File: config.mk
export PLATFORM = sky130hd
export DESIGN_NAME = sosr_router
export DESIGN_NICKNAME = d
export VERILOG_FILES = /design/src/rtl/sosr_pkg.sv /design/src/rtl/sosr_router.sv /design/src/rtl/sosr_sync.sv
export SDC_FILE = /design/constraint.sdc
export NUM_CORES = 1
export LEC_CHECK = 0
export ABC_AREA = 1
export CAP_MARGIN = 25
export CORE_UTILIZATION = 25
export DETAILED_ROUTE_END_ITERATION = 10
export DONT_BUFFER_PORTS = 1
export PLACE_DENSITY = 0.38
export SYNTH_ARGS = -nofsm -noshare
export SYNTH_HDL_FRONTEND = slang
export SYNTH_SLANG_ARGS = --single-unit
File: constraint.sdc
create_clock -name ref_clk -period 2.75 [get_ports ref_clk]
set_clock_uncertainty 0.2 [all_clocks]
set_input_delay 0.55 -clock ref_clk [delete_from_list [all_inputs] [get_ports ref_clk]]
set_output_delay 0.55 -clock ref_clk [all_outputs]
set_load 0.1 [all_outputs]
File: src/rtl/sosr_pkg.sv
// Purpose: shared constants and types for the servo output signal router
// Assumes: 16-bit registers on a plain strobe port, one nibble per selector
// Notes:   register indices are word addresses on the port
package sosr_pkg;
   // ==========================================================
   // register map
   localparam logic [3:0]  ADDR_ROUTE_A  = 4'h0;
   localparam logic [3:0]  ADDR_ROUTE_B  = 4'h1;
   localparam logic [3:0]  ADDR_ROUTE_C  = 4'h2;
   localparam logic [3:0]  ADDR_POLARITY = 4'h3;
   localparam logic [3:0]  ADDR_STATUS   = 4'h4;
   // ==========================================================
   // reset values
   localparam logic [15:0] RST_ROUTE_A   = 16'h3211;
   localparam logic [15:0] RST_ROUTE_B   = 16'h0000;
   localparam logic [15:0] RST_ROUTE_C   = 16'h0000;
   localparam logic [15:0] RST_POLARITY  = 16'h0000;
   // ==========================================================
   // field layout
   localparam int          SEL_W         = 2;
   localparam int          NIB_W         = 4;
   localparam int          NUM_SIG       = 9;
   localparam int          NUM_OUT       = 3;
   localparam logic [1:0]  SEL_OFF       = 2'h0;
   localparam logic [3:0]  ROUTE_C_MASK  = 4'h3;
   localparam logic [3:0]  POL_MASK      = 4'h7;
   localparam int          SYNC_STAGES   = 3;

   // ==========================================================
   // control modes
   typedef enum logic [1:0] {
      SOSR_MODE_POSITION = 2'b00,
      SOSR_MODE_SPEED    = 2'b01,
      SOSR_MODE_TORQUE   = 2'b10
   } sosr_mode_t;

   // raw status signals from the drive
   typedef struct packed {
      logic approach_window;
      logic regen_overload;
      logic overload;
      logic holding_brake_release;
      logic speed_limit_active;
      logic torque_limit_active;
      logic servo_ready;
      logic motor_rotating;
      logic speed_coincidence;
      logic positioning_complete;
   } sosr_status_t;

   // register port request
   typedef struct packed {
      logic [3:0]  addr;
      logic [15:0] wdata;
      logic        wr;
      logic        rd;
   } sosr_req_t;
endpackage

File: src/rtl/sosr_router.sv
// Purpose: routes drive status signals onto three output terminals
// Assumes: status and mode inputs are asynchronous to ref_clk
// Notes:   outputs lag status inputs by five clock edges
//
// The register offsets and the plain strobed port are this design's own decisions.

module sosr_router (
   input  wire logic                   ref_clk,
   input  wire logic                   rst_b,
   input  wire sosr_pkg::sosr_req_t    req,
   output logic      [15:0]            rdata,
   input  wire sosr_pkg::sosr_status_t status_in,
   input  wire sosr_pkg::sosr_mode_t   mode_in,
   output logic                        output_terminal_one,
   output logic                        output_terminal_two,
   output logic                        output_terminal_three
);
   import sosr_pkg::*;

   logic [15:0]         output_route_select_a;
   logic [15:0]         output_route_select_b;
   logic [15:0]         output_route_select_c;
   logic [15:0]         output_polarity_select;
   sosr_status_t        status_s;
   logic [1:0]          mode_s;
   logic [NUM_SIG-1:0]  sig_eff;
   logic [SEL_W*NUM_SIG-1:0] sel_all;
   logic [NUM_OUT-1:0]  next_out;
   logic [NUM_OUT-1:0]  out_q;

   // ==========================================================
   // input synchronisers: status bits and mode share one filter
   sosr_sync #(
      .W ($bits(sosr_status_t) + 2)
   ) u_sync (
      .ref_clk (ref_clk),
      .rst_b   (rst_b),
      .din     ({status_in, mode_in}),
      .dout    ({status_s, mode_s})
   );

   // ==========================================================
   // register writes; reserved digits stay zero
   always_ff @(posedge ref_clk or negedge rst_b) begin
      if (!rst_b) begin
         output_route_select_a  <= RST_ROUTE_A;
         output_route_select_b  <= RST_ROUTE_B;
         output_route_select_c  <= RST_ROUTE_C;
         output_polarity_select <= RST_POLARITY;
      end else if (req.wr) begin
         case (req.addr)
            ADDR_ROUTE_A:  output_route_select_a  <= req.wdata & 16'h3333;
            ADDR_ROUTE_B:  output_route_select_b  <= req.wdata & 16'h3333;
            ADDR_ROUTE_C:  output_route_select_c  <= req.wdata & {12'h000, ROUTE_C_MASK};
            ADDR_POLARITY: output_polarity_select <= req.wdata & {12'h000, POL_MASK};
            default: ;
         endcase
      end
   end

   // ==========================================================
   // register reads, one cycle later; unmapped reads zero
   always_ff @(posedge ref_clk or negedge rst_b) begin
      if (!rst_b) begin
         rdata <= 16'h0000;
      end else if (req.rd) begin
         case (req.addr)
            ADDR_ROUTE_A:  rdata <= output_route_select_a;
            ADDR_ROUTE_B:  rdata <= output_route_select_b;
            ADDR_ROUTE_C:  rdata <= output_route_select_c;
            ADDR_POLARITY: rdata <= output_polarity_select;
            ADDR_STATUS:   rdata <= {11'h000, mode_s, out_q};
            default:       rdata <= 16'h0000;
         endcase
      end else begin
         rdata <= 16'h0000;
      end
   end

   // ==========================================================
   // mode forcing and warning build; torque mode detects neither
   // positioning nor speed coincidence
   always_comb begin
      sig_eff = '0;
      sig_eff[0] = status_s.positioning_complete
                   && (mode_s == SOSR_MODE_POSITION);
      sig_eff[1] = status_s.speed_coincidence
                   && (mode_s != SOSR_MODE_TORQUE);
      sig_eff[2] = status_s.motor_rotating;
      sig_eff[3] = status_s.servo_ready;
      sig_eff[4] = status_s.torque_limit_active;
      sig_eff[5] = status_s.speed_limit_active;
      sig_eff[6] = status_s.holding_brake_release;
      sig_eff[7] = status_s.overload | status_s.regen_overload;
      sig_eff[8] = status_s.approach_window
                   && (mode_s == SOSR_MODE_POSITION);
   end

   // selectors in signal order, two bits from each nibble
   generate
      for (genvar k = 0; k < NUM_SIG; k++) begin : g_sel
         localparam int REG_BITS = k * NIB_W;
         if (k < 4) begin : g_a
            assign sel_all[k*SEL_W +: SEL_W] = output_route_select_a[REG_BITS +: SEL_W];
         end else if (k < 8) begin : g_b
            assign sel_all[k*SEL_W +: SEL_W] = output_route_select_b[REG_BITS-16 +: SEL_W];
         end else begin : g_c
            assign sel_all[k*SEL_W +: SEL_W] = output_route_select_c[REG_BITS-32 +: SEL_W];
         end
      end
   endgenerate

   // ==========================================================
   // or-combine per terminal, then polarity on the combined value
   always_comb begin
      next_out = '0;
      for (int t = 0; t < NUM_OUT; t++) begin
         for (int k = 0; k < NUM_SIG; k++) begin
            if (sel_all[k*SEL_W +: SEL_W] == 2'(t + 1)) begin
               next_out[t] = next_out[t] | sig_eff[k];
            end
         end
         next_out[t] = next_out[t] ^ output_polarity_select[t];
      end
   end

   // registered copy of the terminals, read back through the status register
   always_ff @(posedge ref_clk or negedge rst_b) begin
      if (!rst_b) begin
         out_q <= '0;
      end else begin
         out_q <= next_out;
      end
   end

   // ==========================================================
   // terminal pins straight from flip-flops
   always_ff @(posedge ref_clk or negedge rst_b) begin
      if (!rst_b) begin
         output_terminal_one   <= 1'b0;
         output_terminal_two   <= 1'b0;
         output_terminal_three <= 1'b0;
      end else begin
         output_terminal_one   <= next_out[0];
         output_terminal_two   <= next_out[1];
         output_terminal_three <= next_out[2];
      end
   end
endmodule

File: src/rtl/sosr_sync.sv
// Purpose: three-stage synchroniser with agreement filter
// Assumes: input comes from another clock domain
// Notes:   output changes only when stages two and three agree
module sosr_sync #(
   parameter int W = 1
) (
   input  wire logic         ref_clk,
   input  wire logic         rst_b,
   input  wire logic [W-1:0] din,
   output logic      [W-1:0] dout
);
   import sosr_pkg::*;
   logic [W-1:0] s1;
   logic [W-1:0] s2;
   logic [W-1:0] s3;

   // ==========================================================
   // shift chain; s1 read only by s2 to keep metastability contained
   always_ff @(posedge ref_clk or negedge rst_b) begin
      if (!rst_b) begin
         s1 <= '0;
         s2 <= '0;
         s3 <= '0;
      end else begin
         s1 <= din;
         s2 <= s1;
         s3 <= s2;
      end
   end

   // accept a bit once the last two stages agree
   generate
      for (genvar i = 0; i < W; i++) begin : g_filt
         always_ff @(posedge ref_clk or negedge rst_b) begin
            if (!rst_b) begin
               dout[i] <= 1'b0;
            end else if (s2[i] == s3[i]) begin
               dout[i] <= s3[i];
            end
         end
      end
   endgenerate
endmodule

* After elaboration in Yosys (flattened, before gate mapping)
Index checks and enable logic that the tools add are counted.
** Word-level totals
- Input bits :: 36
- Flip-flop bits (word level) :: 91
- Output and inout bits :: 19
** Operators by class
- Reduce and logical (&&, ||, !) cells :: 9
- Mux-type cells :: 29
- Bitwise gates (word level) :: 28
- Equality and inequality tests :: 44
** Operators with widths (number)
- 14-bit case mux with 5 select lines :: 1
- 2-bit equality test (second input constant) :: 18
- 1-bit 2-to-1 mux :: 27
- 1-bit bitwise OR :: 25
- 2-bit by 1-bit equality test with 1-bit output (second input constant) :: 9
- 16-bit 2-to-1 mux :: 1
- 1-bit equality test :: 12
- 4-bit by 2-bit equality test with 1-bit output (second input constant) :: 2
- 2-bit AND reduction :: 4
- 4-bit by 1-bit equality test with 1-bit output (second input constant) :: 1
- 4-bit by 3-bit equality test with 1-bit output (second input constant) :: 1
- 4-bit logical NOT :: 1
- 1-bit logical AND :: 3
- 1-bit XOR :: 3
- 2-bit logical NOT :: 1
- 2-bit != test (second input constant) :: 1

* Depth between registers and ports, before layout
Gate-level depths: netlist of the first run.
- Word-level depth :: 20
- Gate-level depth with buffers :: 8

* By module
Synthesis of the first run repeated with hierarchy kept, for this count alone.
** Unflattened totals
- Cells, all modules :: 340
- Area total of the unflattened synthesis :: 3269.4 sq um
** Modules (own cells, without submodules)
- sosr_router :: area an instance 1873.0 sq um, cells each 244, instances 1, seq. area each 857.1 sq um
- sosr_sync :: area an instance 1396.3 sq um, cells each 96, instances 1, seq. area each 1201.2 sq um

* Least setup slack after synthesis of the first run
Ideal clock, no wire load.
- Path kind :: reg2out
- Start :: reg out_q[0] (netlist name)
- End :: out output_terminal_one
- Arrival :: 0.898 ns
- Cell stages (with the launch flop) :: 1
- Required time :: 2.000 ns
- Path buffers :: 0
- Slack :: 1.102 ns
- Cells stage by stage :: dfrtp_1
** RTL lines
- end: declaration :: line sosr_router.sv:14 : output logic output_terminal_one,

==> impl_results.md, run 1 <==
- Area growth, synth to finish: 16.9%
- Capturing point of the worst reg2reg path: rdata[2]$_DFF_PN0_
- Routability Congestion: ~0.76
- Synth warn: 0
- Die width: 117 um
- Crit share post-route: 0.737
- R2R cell count: 2
- 1st-iter DRT viols: slightly below 70
- Core box area: between 10000 and 15000 sq um
- P_leak: between 0.0015 and 0.002 uW
- Slew headroom: 0.398
- Number of synthesized flops with an enable pin: 0
- Row count: slightly above 40
- Via count: 2052
- Final setup vio count: 0
- Routed WL: 6.57 mm
- Initial core utilization: 0.258
- Number of buffers added on ports: 0
- Tot GR Track Use: 0.115
- H-tree depth: 3
- PostCTS Resize Cnt: 0
- WL per Instance: around 13 um
- CTS tree: built
- Non-Filler Instances: 510
- Number of global-route vias before repair: roughly 2.1k
- Die area: roughly 14000 sq um
- Vias per std cell: roughly 4.0
- Pins Over Slew Limit: 0
- Largest net degree at the start of global routing: 83
- CP Data Required Time: approximately 2000 ps
- Setup crit start: out_q[2]$_DFF_PN0_
- Top FF cell, synth: dfrtp_1
- Drt first pass iters: 6
- Final TNS setup: 0 ps
- Ys async rst share: 1.00
- Crit Path Max Fanout: 2
- Synthesized instance count: ~320
- Peak supply drop: between 0.2 and 0.25 mV
- TritonCTS buffer count: 9
- Residual DRC: 0
- Antenna violations before repair: 0
- Cell Area, Synth: 3280 sq um
- Share of cells above drive strength 1: 0.154
- Worst-Margin Slew: between 900 and 1000 ps
- Minimum clock period: 2030 ps
- Seq cells post-synth: between 80 and 90
- Cell count after placement: between 400 and 500
- GRT overflow: 0
- First-pass GRT wire length: between 10 and 15 mm
- F_max: between 400 and 500 MHz
- Clk_lat worst skew: around 340 ps
- Post-CTS setup buffer count: 0
- Most frequent cells in the layout: dfrtp_1 (77), nand2_1 (69), inv_1 (40), nor2_1 (26), nand3_1 (23)
- Max-cap violations: 0
- Root Buffer: clkbuf_16
- Clock sinks: ~80
- Syn Area/Cell: between 10 and 15 sq um
- Setup crit end kind: output pin
- Worst hold path type: in -> reg
- Setup crit end: output_terminal_three
- HPWL Detailed: approximately 4.8 mm
- Worst reg2reg startpoint: out_q[2]$_DFF_PN0_
- Final Hold Viols: 0
- Commonest non-fill, non-tap cell in the layout: dfrtp_1
- Clock-pin slew on the worst setup and hold paths: 60 ps
- Power Dens Cells: roughly 870 nW/um^2
- Clock buffer depth: 2
- Height of the chip: 117 um
- Reg2reg setup slack: between 1000 and 1500 ps
- ANT cells: 0
- Final Net Count: 369
- Ports: between 50 and 60
- Critical Path AT: 1280 ps
- Unrepaired setup endpoints after global routing: false
- Worst path depth: 0
- Critical Path Source Type: flop
- Library cells used by synthesis: 27
- Power, Total: approximately 3300 uW
- CP Class: reg -> out
- Sequential share of the synthesized area: 0.628
- Antenna viol nets, final: 0
- Status: finished clean
## timing repair
item	CTS	global route
endpoints found under the setup margin	0	0
hold buffers	2	0
endpoints found under the hold margin	82	0
## layer usage
layer,routed length (um),global-route usage,vias up
met5,0,0,-
met4,202,0.0769,0
met3,366,0.0384,12
met2,2770,0.161,51
met1,3240,0.150,948
li1,-,-,1041
## registers in the layout, indices dropped and copies added (netlist names)
signal	count
u_sync.s2	12
output_route_select_c	2
out_q	3
u_sync.s3	12
rdata	10
output_polarity_select	3
u_sync.s1	12
u_sync.dout	12
output_route_select_a	8
output_route_select_b	8
## stage by stage
step	instance area [sq um]	util	hold slack [ps]	setup WS, ps
5_1_grt	3830	0.301	10.4	684
4_1_cts	3830	0.301	12.0	696
6_report	3830	0.301	31.4	722
3_3_place_gp	3470	0.273	56.2	1050
3_5_place_dp	3470	0.273	55.8	1030
2_1_floorplan	3300	-	54.4	1100
## final cells by class
cell class / instances / area, sq um
fill: 1349 / 8890
clock inverter: 5 / 77.6
inverter: 44 / 165
multi-input combinational: 190 / 1010
clock buffer: 11 / 243
sequential: 82 / 2060
timing repair buffer: 6 / 67.6
tap: 172 / 215
## how the worst min path moves through the flow
stage                 start                endpoint  depth (start not counted)
5_1_grt        status_in[4]  u_sync.s1[6]$_DFF_PN0_                          0
4_1_cts        status_in[4]  u_sync.s1[6]$_DFF_PN0_                          0
2_1_floorplan         rst_b      out_q[0]$_DFF_PN0_                          0
3_3_place_gp          rst_b  u_sync.s2[0]$_DFF_PN0_                          0
6_report       status_in[0]  u_sync.s1[2]$_DFF_PN0_                          0
3_5_place_dp          rst_b  u_sync.s2[0]$_DFF_PN0_                          0
## power breakdown
group	internal, uW	switching, uW	leakage, uW	total, uW
Combinational	144	343	0.000664	487
Sequential	1350	213	0.000987	1560
Clock	816	471	0.000156	1290
## synthesized netlist by cell type (3+ instances only)
| cell type | count | area (sq um) |
|---|---|---|
| buf_4 | 6 | 45.0 |
| dfrtp_1 | 77 | 1930 |
| nand3_1 | 23 | 115 |
| a21oi_1 | 7 | 35.0 |
| maj3_1 | 12 | 120 |
| dfstp_2 | 5 | 131 |
| nand4_1 | 11 | 68.8 |
| nor2_1 | 26 | 97.6 |
| o21ai_0 | 6 | 30.0 |
| inv_2 | 3 | 11.3 |
| o21ai_2 | 16 | 140 |
| nand2_1 | 69 | 259 |
| inv_1 | 40 | 150 |
## logic make-up (layout without fill, tap and decap cells)
| group | Yosys count | count (layout) | share of synthesized area |
|---|---|---|---|
| compound gates | 32 | 32 | 0.0676 |
| fa+ha+maj | 12 | 12 | 0.0366 |
| buf+inv | 52 | 66 | 0.0710 |
| flops | 82 | 82 | 0.628 |
| other cells | 1 | 6 | 0.00114 |
| simple gates | 140 | 140 | 0.196 |
Power figures use the tool's default switching activity.
==> run 2: changes to the inputs <==
Settings changed: ABC_AREA 1 to 0.
Clock period 2.75 ns to 1.9 ns, I/O delays scaled along.
==> run 2 against run 1 <==
Final cell count is 22% lower; register-to-register slack worse by 1000 ps; the run now ends with design-rule violations, negative hold slack left; core utilization is 2.9 points higher.
==> impl_results.md, run 2 <==
- Vias per std cell: roughly 4.4
- Worst path depth: 5
- Cell count after placement: around 360
- Row count: 39
- Height of the chip: roughly 110 um
- Pins Over Slew Limit: 0
- Power Dens Cells: 1250 nW/um^2
- Tot GR Track Use: 0.111
- Cell area after placement: approximately 3300 sq um
- Non-Filler Instances: roughly 400
- Die width: about 110 um
- F_max: around 600 MHz
- Final Hold Viols: 82
- Number of synthesized flops with an enable pin: 0
- Clock buffer depth: 2
- Area growth, synth to finish: 27.5%
- Number of buffers added on ports: 0
- Fillers: 1160
- Slowest cell on the critical path: dfstp_2
- Worst hold path type: in -> async
- Number of global-route vias before repair: 1862
- Most frequent cells in the layout: dfrtp_1 (77), mux2_2 (21), dlygate4sd3_1 (21), buf_4 (18), maj3_1 (12)
- Setup crit end kind: flop
- Antenna violations before repair: 0
- Critical Path AT: around 1700 ps
- Clock sinks: 82
- Cell Area, Synth: 2980 sq um
- Clk_lat worst skew: about 330 ps
- Antenna viol nets, final: 0
- Max-cap violations: 0
- Drt first pass iters: 9
- Status: finished, violations left
- Final setup vio count: 0
- Clock-pin slew on the worst setup and hold paths: about 60 ps
- TritonCTS buffer count: 9
- Leading area contributor after synthesis: dfrtp_1
- Top cells by area, synth: dfrtp_1 (65%), mux2_2 (7.9%), dfstp_2 (4.4%)
- Root Buffer: clkbuf_16
- Sequential share of the synthesized area: 0.691
- PostCTS Resize Cnt: 0
- Most instantiated library cell after synthesis: dfrtp_1
- Largest net degree at the start of global routing: 83
- Top FF cell, synth: dfrtp_1
- Design Area, Final: around 3800 sq um
- Final Net Count: 287
- Core box area: ~12000 sq um
- Commonest non-fill, non-tap cell in the layout: dfrtp_1
- Routed WL: ~6.1 mm
- CP Cell Sequence: nand3b_1 > o221ai_1 > o21bai_1 > nor3_1 > xnor2_1
- Synth warn: 0
- Crit-path max cell delay: between 500 and 600 ps
- Seq cells post-synth: a little over 80
- First-pass GRT wire length: ~10 mm
- Post-CTS setup buffer count: 0
- Ys async rst share: 1.00
- Capturing point of the worst reg2reg path: out_q[0]$_DFF_PN0_
- Failing checks: design-rule violations, negative hold slack
- Via count: 1765
- Worst reg2reg startpoint: output_route_select_a[9]$_DFFE_PN1P_
- Critical Path Source Type: flop
- CP Class: reg -> reg
- Synth top cells by count: dfrtp_1 (77), mux2_2 (21), maj3_1 (12), nand2_1 (11), nand3_1 (11)
- CP bufs+invs: 0
- CTS tree: built
- CP top delay family: flip-flops
- R2R cell count: 5
- Post-synth top area share: 0.647
- Setup crit end: out_q[0]$_DFF_PN0_
- Crit share post-route: 0.872
- Crit Path Max Fanout: 5
- Unrepaired setup endpoints after global routing: false
- Initial core utilization: 0.259
- Minimum clock period: 1660 ps
- HPWL Detailed: 4.07 mm
- WL per Instance: between 15 and 20 um
- Residual DRC: 12
- Peak supply drop: 0.336 mV
- Syn Area/Cell: about 15 sq um
- Final TNS setup: 0 ps
- H-tree depth: 3
- Synthesized instance count: 202
- WHS: -458 ps
- Routability Congestion: between 0.7 and 0.8
- Post-CTS Hold Buffers: 21
- Die area: 12400 sq um
- Setup crit start: output_route_select_a[9]$_DFFE_PN1P_
- ANT cells: 0
- Ports: 55
- CP Data Required Time: between 1500 and 2000 ps
- Share of cells above drive strength 1: 0.254
- GRT overflow: 0
- Reg2reg setup slack: approximately 240 ps
- P_leak: 0.00158 uW
- Library cells used by synthesis: 32
- 1st-iter DRT viols: 86
run 2: power breakdown:
part / switching (uW) / internal, uW
clock: 667 / 1180
sequential: 209 / 1970
combinational: 462 / 273
total: 1340 / 3430
run 2: cells by family (layout without fill, tap and decap cells):
logic type                 count (synthesis)  count (layout)  synth area share
AOI/OAI and AO/OA                         24              24            0.0579
xor gates and xnor gates                   3               3           0.00882
and+or+nand+nor                           52              52             0.105
buffers and inverters                      7              56            0.0164
other                                      1               6           0.00126
muxes                                     21              21            0.0793
adders and majority gates                 12              12            0.0403
DFF                                       82              82             0.691
run 2: worst min path at each step:
stage | endpoint | cells past startpoint | start
2_1_floorplan | out_q[0]$_DFF_PN0_ | 0 | rst_b
3_3_place_gp | u_sync.s1[2]$_DFF_PN0_ | 0 | rst_b
3_5_place_dp | u_sync.s1[2]$_DFF_PN0_ | 0 | rst_b
4_1_cts | u_sync.s1[3]$_DFF_PN0_ | 0 | rst_b
5_1_grt | u_sync.s1[2]$_DFF_PN0_ | 0 | rst_b
6_report | u_sync.s1[2]$_DFF_PN0_ | 0 | rst_b
run 2: stage by stage:
stage,hold slack (ps),power [uW],setup slack (ps),utilization
2_1_floorplan,-116,2730,278,-
3_3_place_gp,-113,2910,214,0.284
3_5_place_dp,-111,2920,229,0.284
4_1_cts,-478,4850,215,0.330
5_1_grt,-478,4990,134,0.330
6_report,-458,4760,244,0.330
run 2: layout make-up:
| cell class | instances | area (sq um) | share of cell area |
|---|---|---|---|
| Clock buffer | 11 | 243 | 0.0639 |
| Clock inverter | 5 | 77.6 | 0.0204 |
| Inverter | 1 | 3.75 | 0.000988 |
| Sequential cell | 82 | 2060 | 0.542 |
| Multi-Input combinational cell | 118 | 892 | 0.235 |
| Timing Repair Buffer | 39 | 345 | 0.0909 |
| Tap cell | 143 | 179 | 0.0471 |
run 2: routing by layer:
layer,global-route usage,part of all wire
met1,0.150,0.50
met5,0,0
met3,0.0394,0.053
met4,0.0685,0.024
met2,0.151,0.43
==> run 3: changes to the inputs <==
Settings changed: RECOVER_POWER set to 100.
==> run 3 against run 2 <==
The run still ends with design-rule violations, negative hold slack left; hold slack about the same; first-iteration DRC count down 2.3%; critical path type is now reg -> out; core utilization decreased by 0.72 points; flip-flop and latch count unchanged; register-to-register slack got worse by 30 ps; critical path depth shrank 4; cell area down 2.2%; worst setup slack worse by 81 ps; sequential power about the same; die area unchanged; sequential share of layout area up 1.2 points; critical endpoint is now output_terminal_two.
==> impl_results.md, run 3 (same netlist as run 2, synthesis figures left out) <==
- Crit-path max cell delay: roughly 460 ps
- H-tree depth: 3
- CP Cell Sequence: clkbuf_2
- Worst-Margin Slew: around 540 ps
- CP Class: reg -> out
- F_max: ~580 MHz
- 1st-iter DRT viols: between 80 and 90
- Clock buffer depth: 2
- Critical Path Source Type: flop
- CP Data Required Time: about 1300 ps
- GRT overflow: 0
- Power Dens Cells: around 1300 nW/um^2
- Slew headroom: 0.640
- Setup crit end kind: output pin
- Critical Path AT: 1160 ps
- Number of global-route vias before repair: between 1.5k and 2k
- Failing checks: design-rule violations, negative hold slack
- Routability Congestion: roughly 0.74
- Reg area: roughly 2100 sq um
- R2R cell count: 5
- Peak supply drop: around 0.34 mV
- Antenna viol nets, final: 0
- Routed WL: 6.06 mm
- Most frequent cells in the layout: dfrtp_1 (77), mux2_2 (21), dlygate4sd3_1 (21), nand2_1 (13), clkbuf_2 (13)
- Final TNS setup: 0 ps
- TritonCTS buffer count: 9
- Design Area, Final: roughly 3700 sq um
- P_leak: ~0.0015 uW
- Commonest non-fill, non-tap cell in the layout: dfrtp_1
- CTS tree: built
- Pins Over Slew Limit: 0
- Power, Total: 4740 uW
- Slowest cell on the critical path: clkbuf_2
- First-pass GRT wire length: 10.3 mm
- Post-CTS Hold Buffers: 21
- Number of buffers added on ports: 0
- Initial core utilization: 0.259
- Final setup vio count: 0
- Post-CTS setup buffer count: 0
- Largest net degree at the start of global routing: 83
- Clock sinks: a little over 80
- Footprint of the multi-input gates: about 860 sq um
- Final Net Count: approximately 290
- HPWL Detailed: 4.07 mm
- WL per Instance: 15.2 um
- Vias per std cell: around 4.4
- Antenna violations before repair: 0
- Clock-pin slew on the worst setup and hold paths: roughly 60 ps
- Height of the chip: around 110 um
- Row count: 39
- Core Util, Final: 0.323
- Ports: 55
- Crit Path Max Fanout: 2
- Residual DRC: 12
- Worst path depth: 1
- Non-Filler Instances: between 300 and 400
- Unrepaired setup endpoints after global routing: false
- WHS: -458 ps
- Area growth, synth to finish: 24.7%
- Cell count after placement: approximately 360
- ANT cells: 0
- Root Buffer: clkbuf_16
- Cell area after placement: roughly 3300 sq um
- Tot GR Track Use: 0.111
- Crit share post-route: 0.914
- Clk_lat worst skew: roughly 330 ps
- Core box area: roughly 12000 sq um
- Via count: ~1.8k
- Die area: ~12000 sq um
- Share of cells above drive strength 1: 0.215
- CP top delay family: buffers and inverters
- Max-cap violations: 0
- CP bufs+invs: 1
- Drt first pass iters: 9
- Fillers: about 1.2k
- Worst hold path type: in -> async
- Minimum clock period: 1740 ps
- Die width: around 110 um
- Final Hold Viols: between 80 and 90
- Status: finished, violations left
run 3: worst paths after layout:
check / slack, ps / to / start
setup reg to reg: 210 / out_q[0]$_DFF_PN0_ / output_route_select_a[9]$_DFFE_PN1P_
setup / recovery: 160 / output_terminal_two / out_q[1]$_DFF_PN0_
max in group asynchronous: 1720 / output_route_select_a[13]$_DFFE_PN1P_ / rst_b
min in group ref_clk: 20 / rdata[3]$_DFF_PN0_ / req[0]
hold / removal: -460 / u_sync.s1[2]$_DFF_PN0_ / rst_b
hold reg to reg: 150 / u_sync.s2[1]$_DFF_PN0_ / u_sync.s1[1]$_DFF_PN0_
run 3: layout make-up:
class / count / area share
Clock buffer: 11 / 0.0653
Clock inverter: 5 / 0.0209
Inverter: 1 / 0.00101
Multi-Input combinational cell: 118 / 0.231
Sequential cell: 82 / 0.554
Tap cell: 143 / 0.0481
Timing Repair Buffer: 39 / 0.0801
run 3: per-stage QoR:
stage / setup WS, ps / hold WS (ps)
after CTS: 215 / -478
after detailed placement: 229 / -111
after global placement: 214 / -113
after global routing: 90.1 / -478
final: 163 / -458
after floorplan: 278 / -116
run 3: timing repair:
item | 4_1_cts | 5_1_grt
endpoints found under the setup margin | 0 | 0
resized for setup | 0 | 0
endpoints found under the hold margin | 115 | 82
run 3: per-layer routing:
metal	share of wire	wire length (um)	vias up	track usage
li1	-	-	835	-
met1	0.49	2990	869	0.150
met2	0.42	2570	52	0.151
met3	0.058	349	13	0.0394
met4	0.024	143	0	0.0685
met5	0	0	-	0
run 3: where the power goes:
part,total (uW),internal [uW],switching [uW]
Sequential,2180,1970,208
Combinational,708,245,463
Clock,1850,1180,669
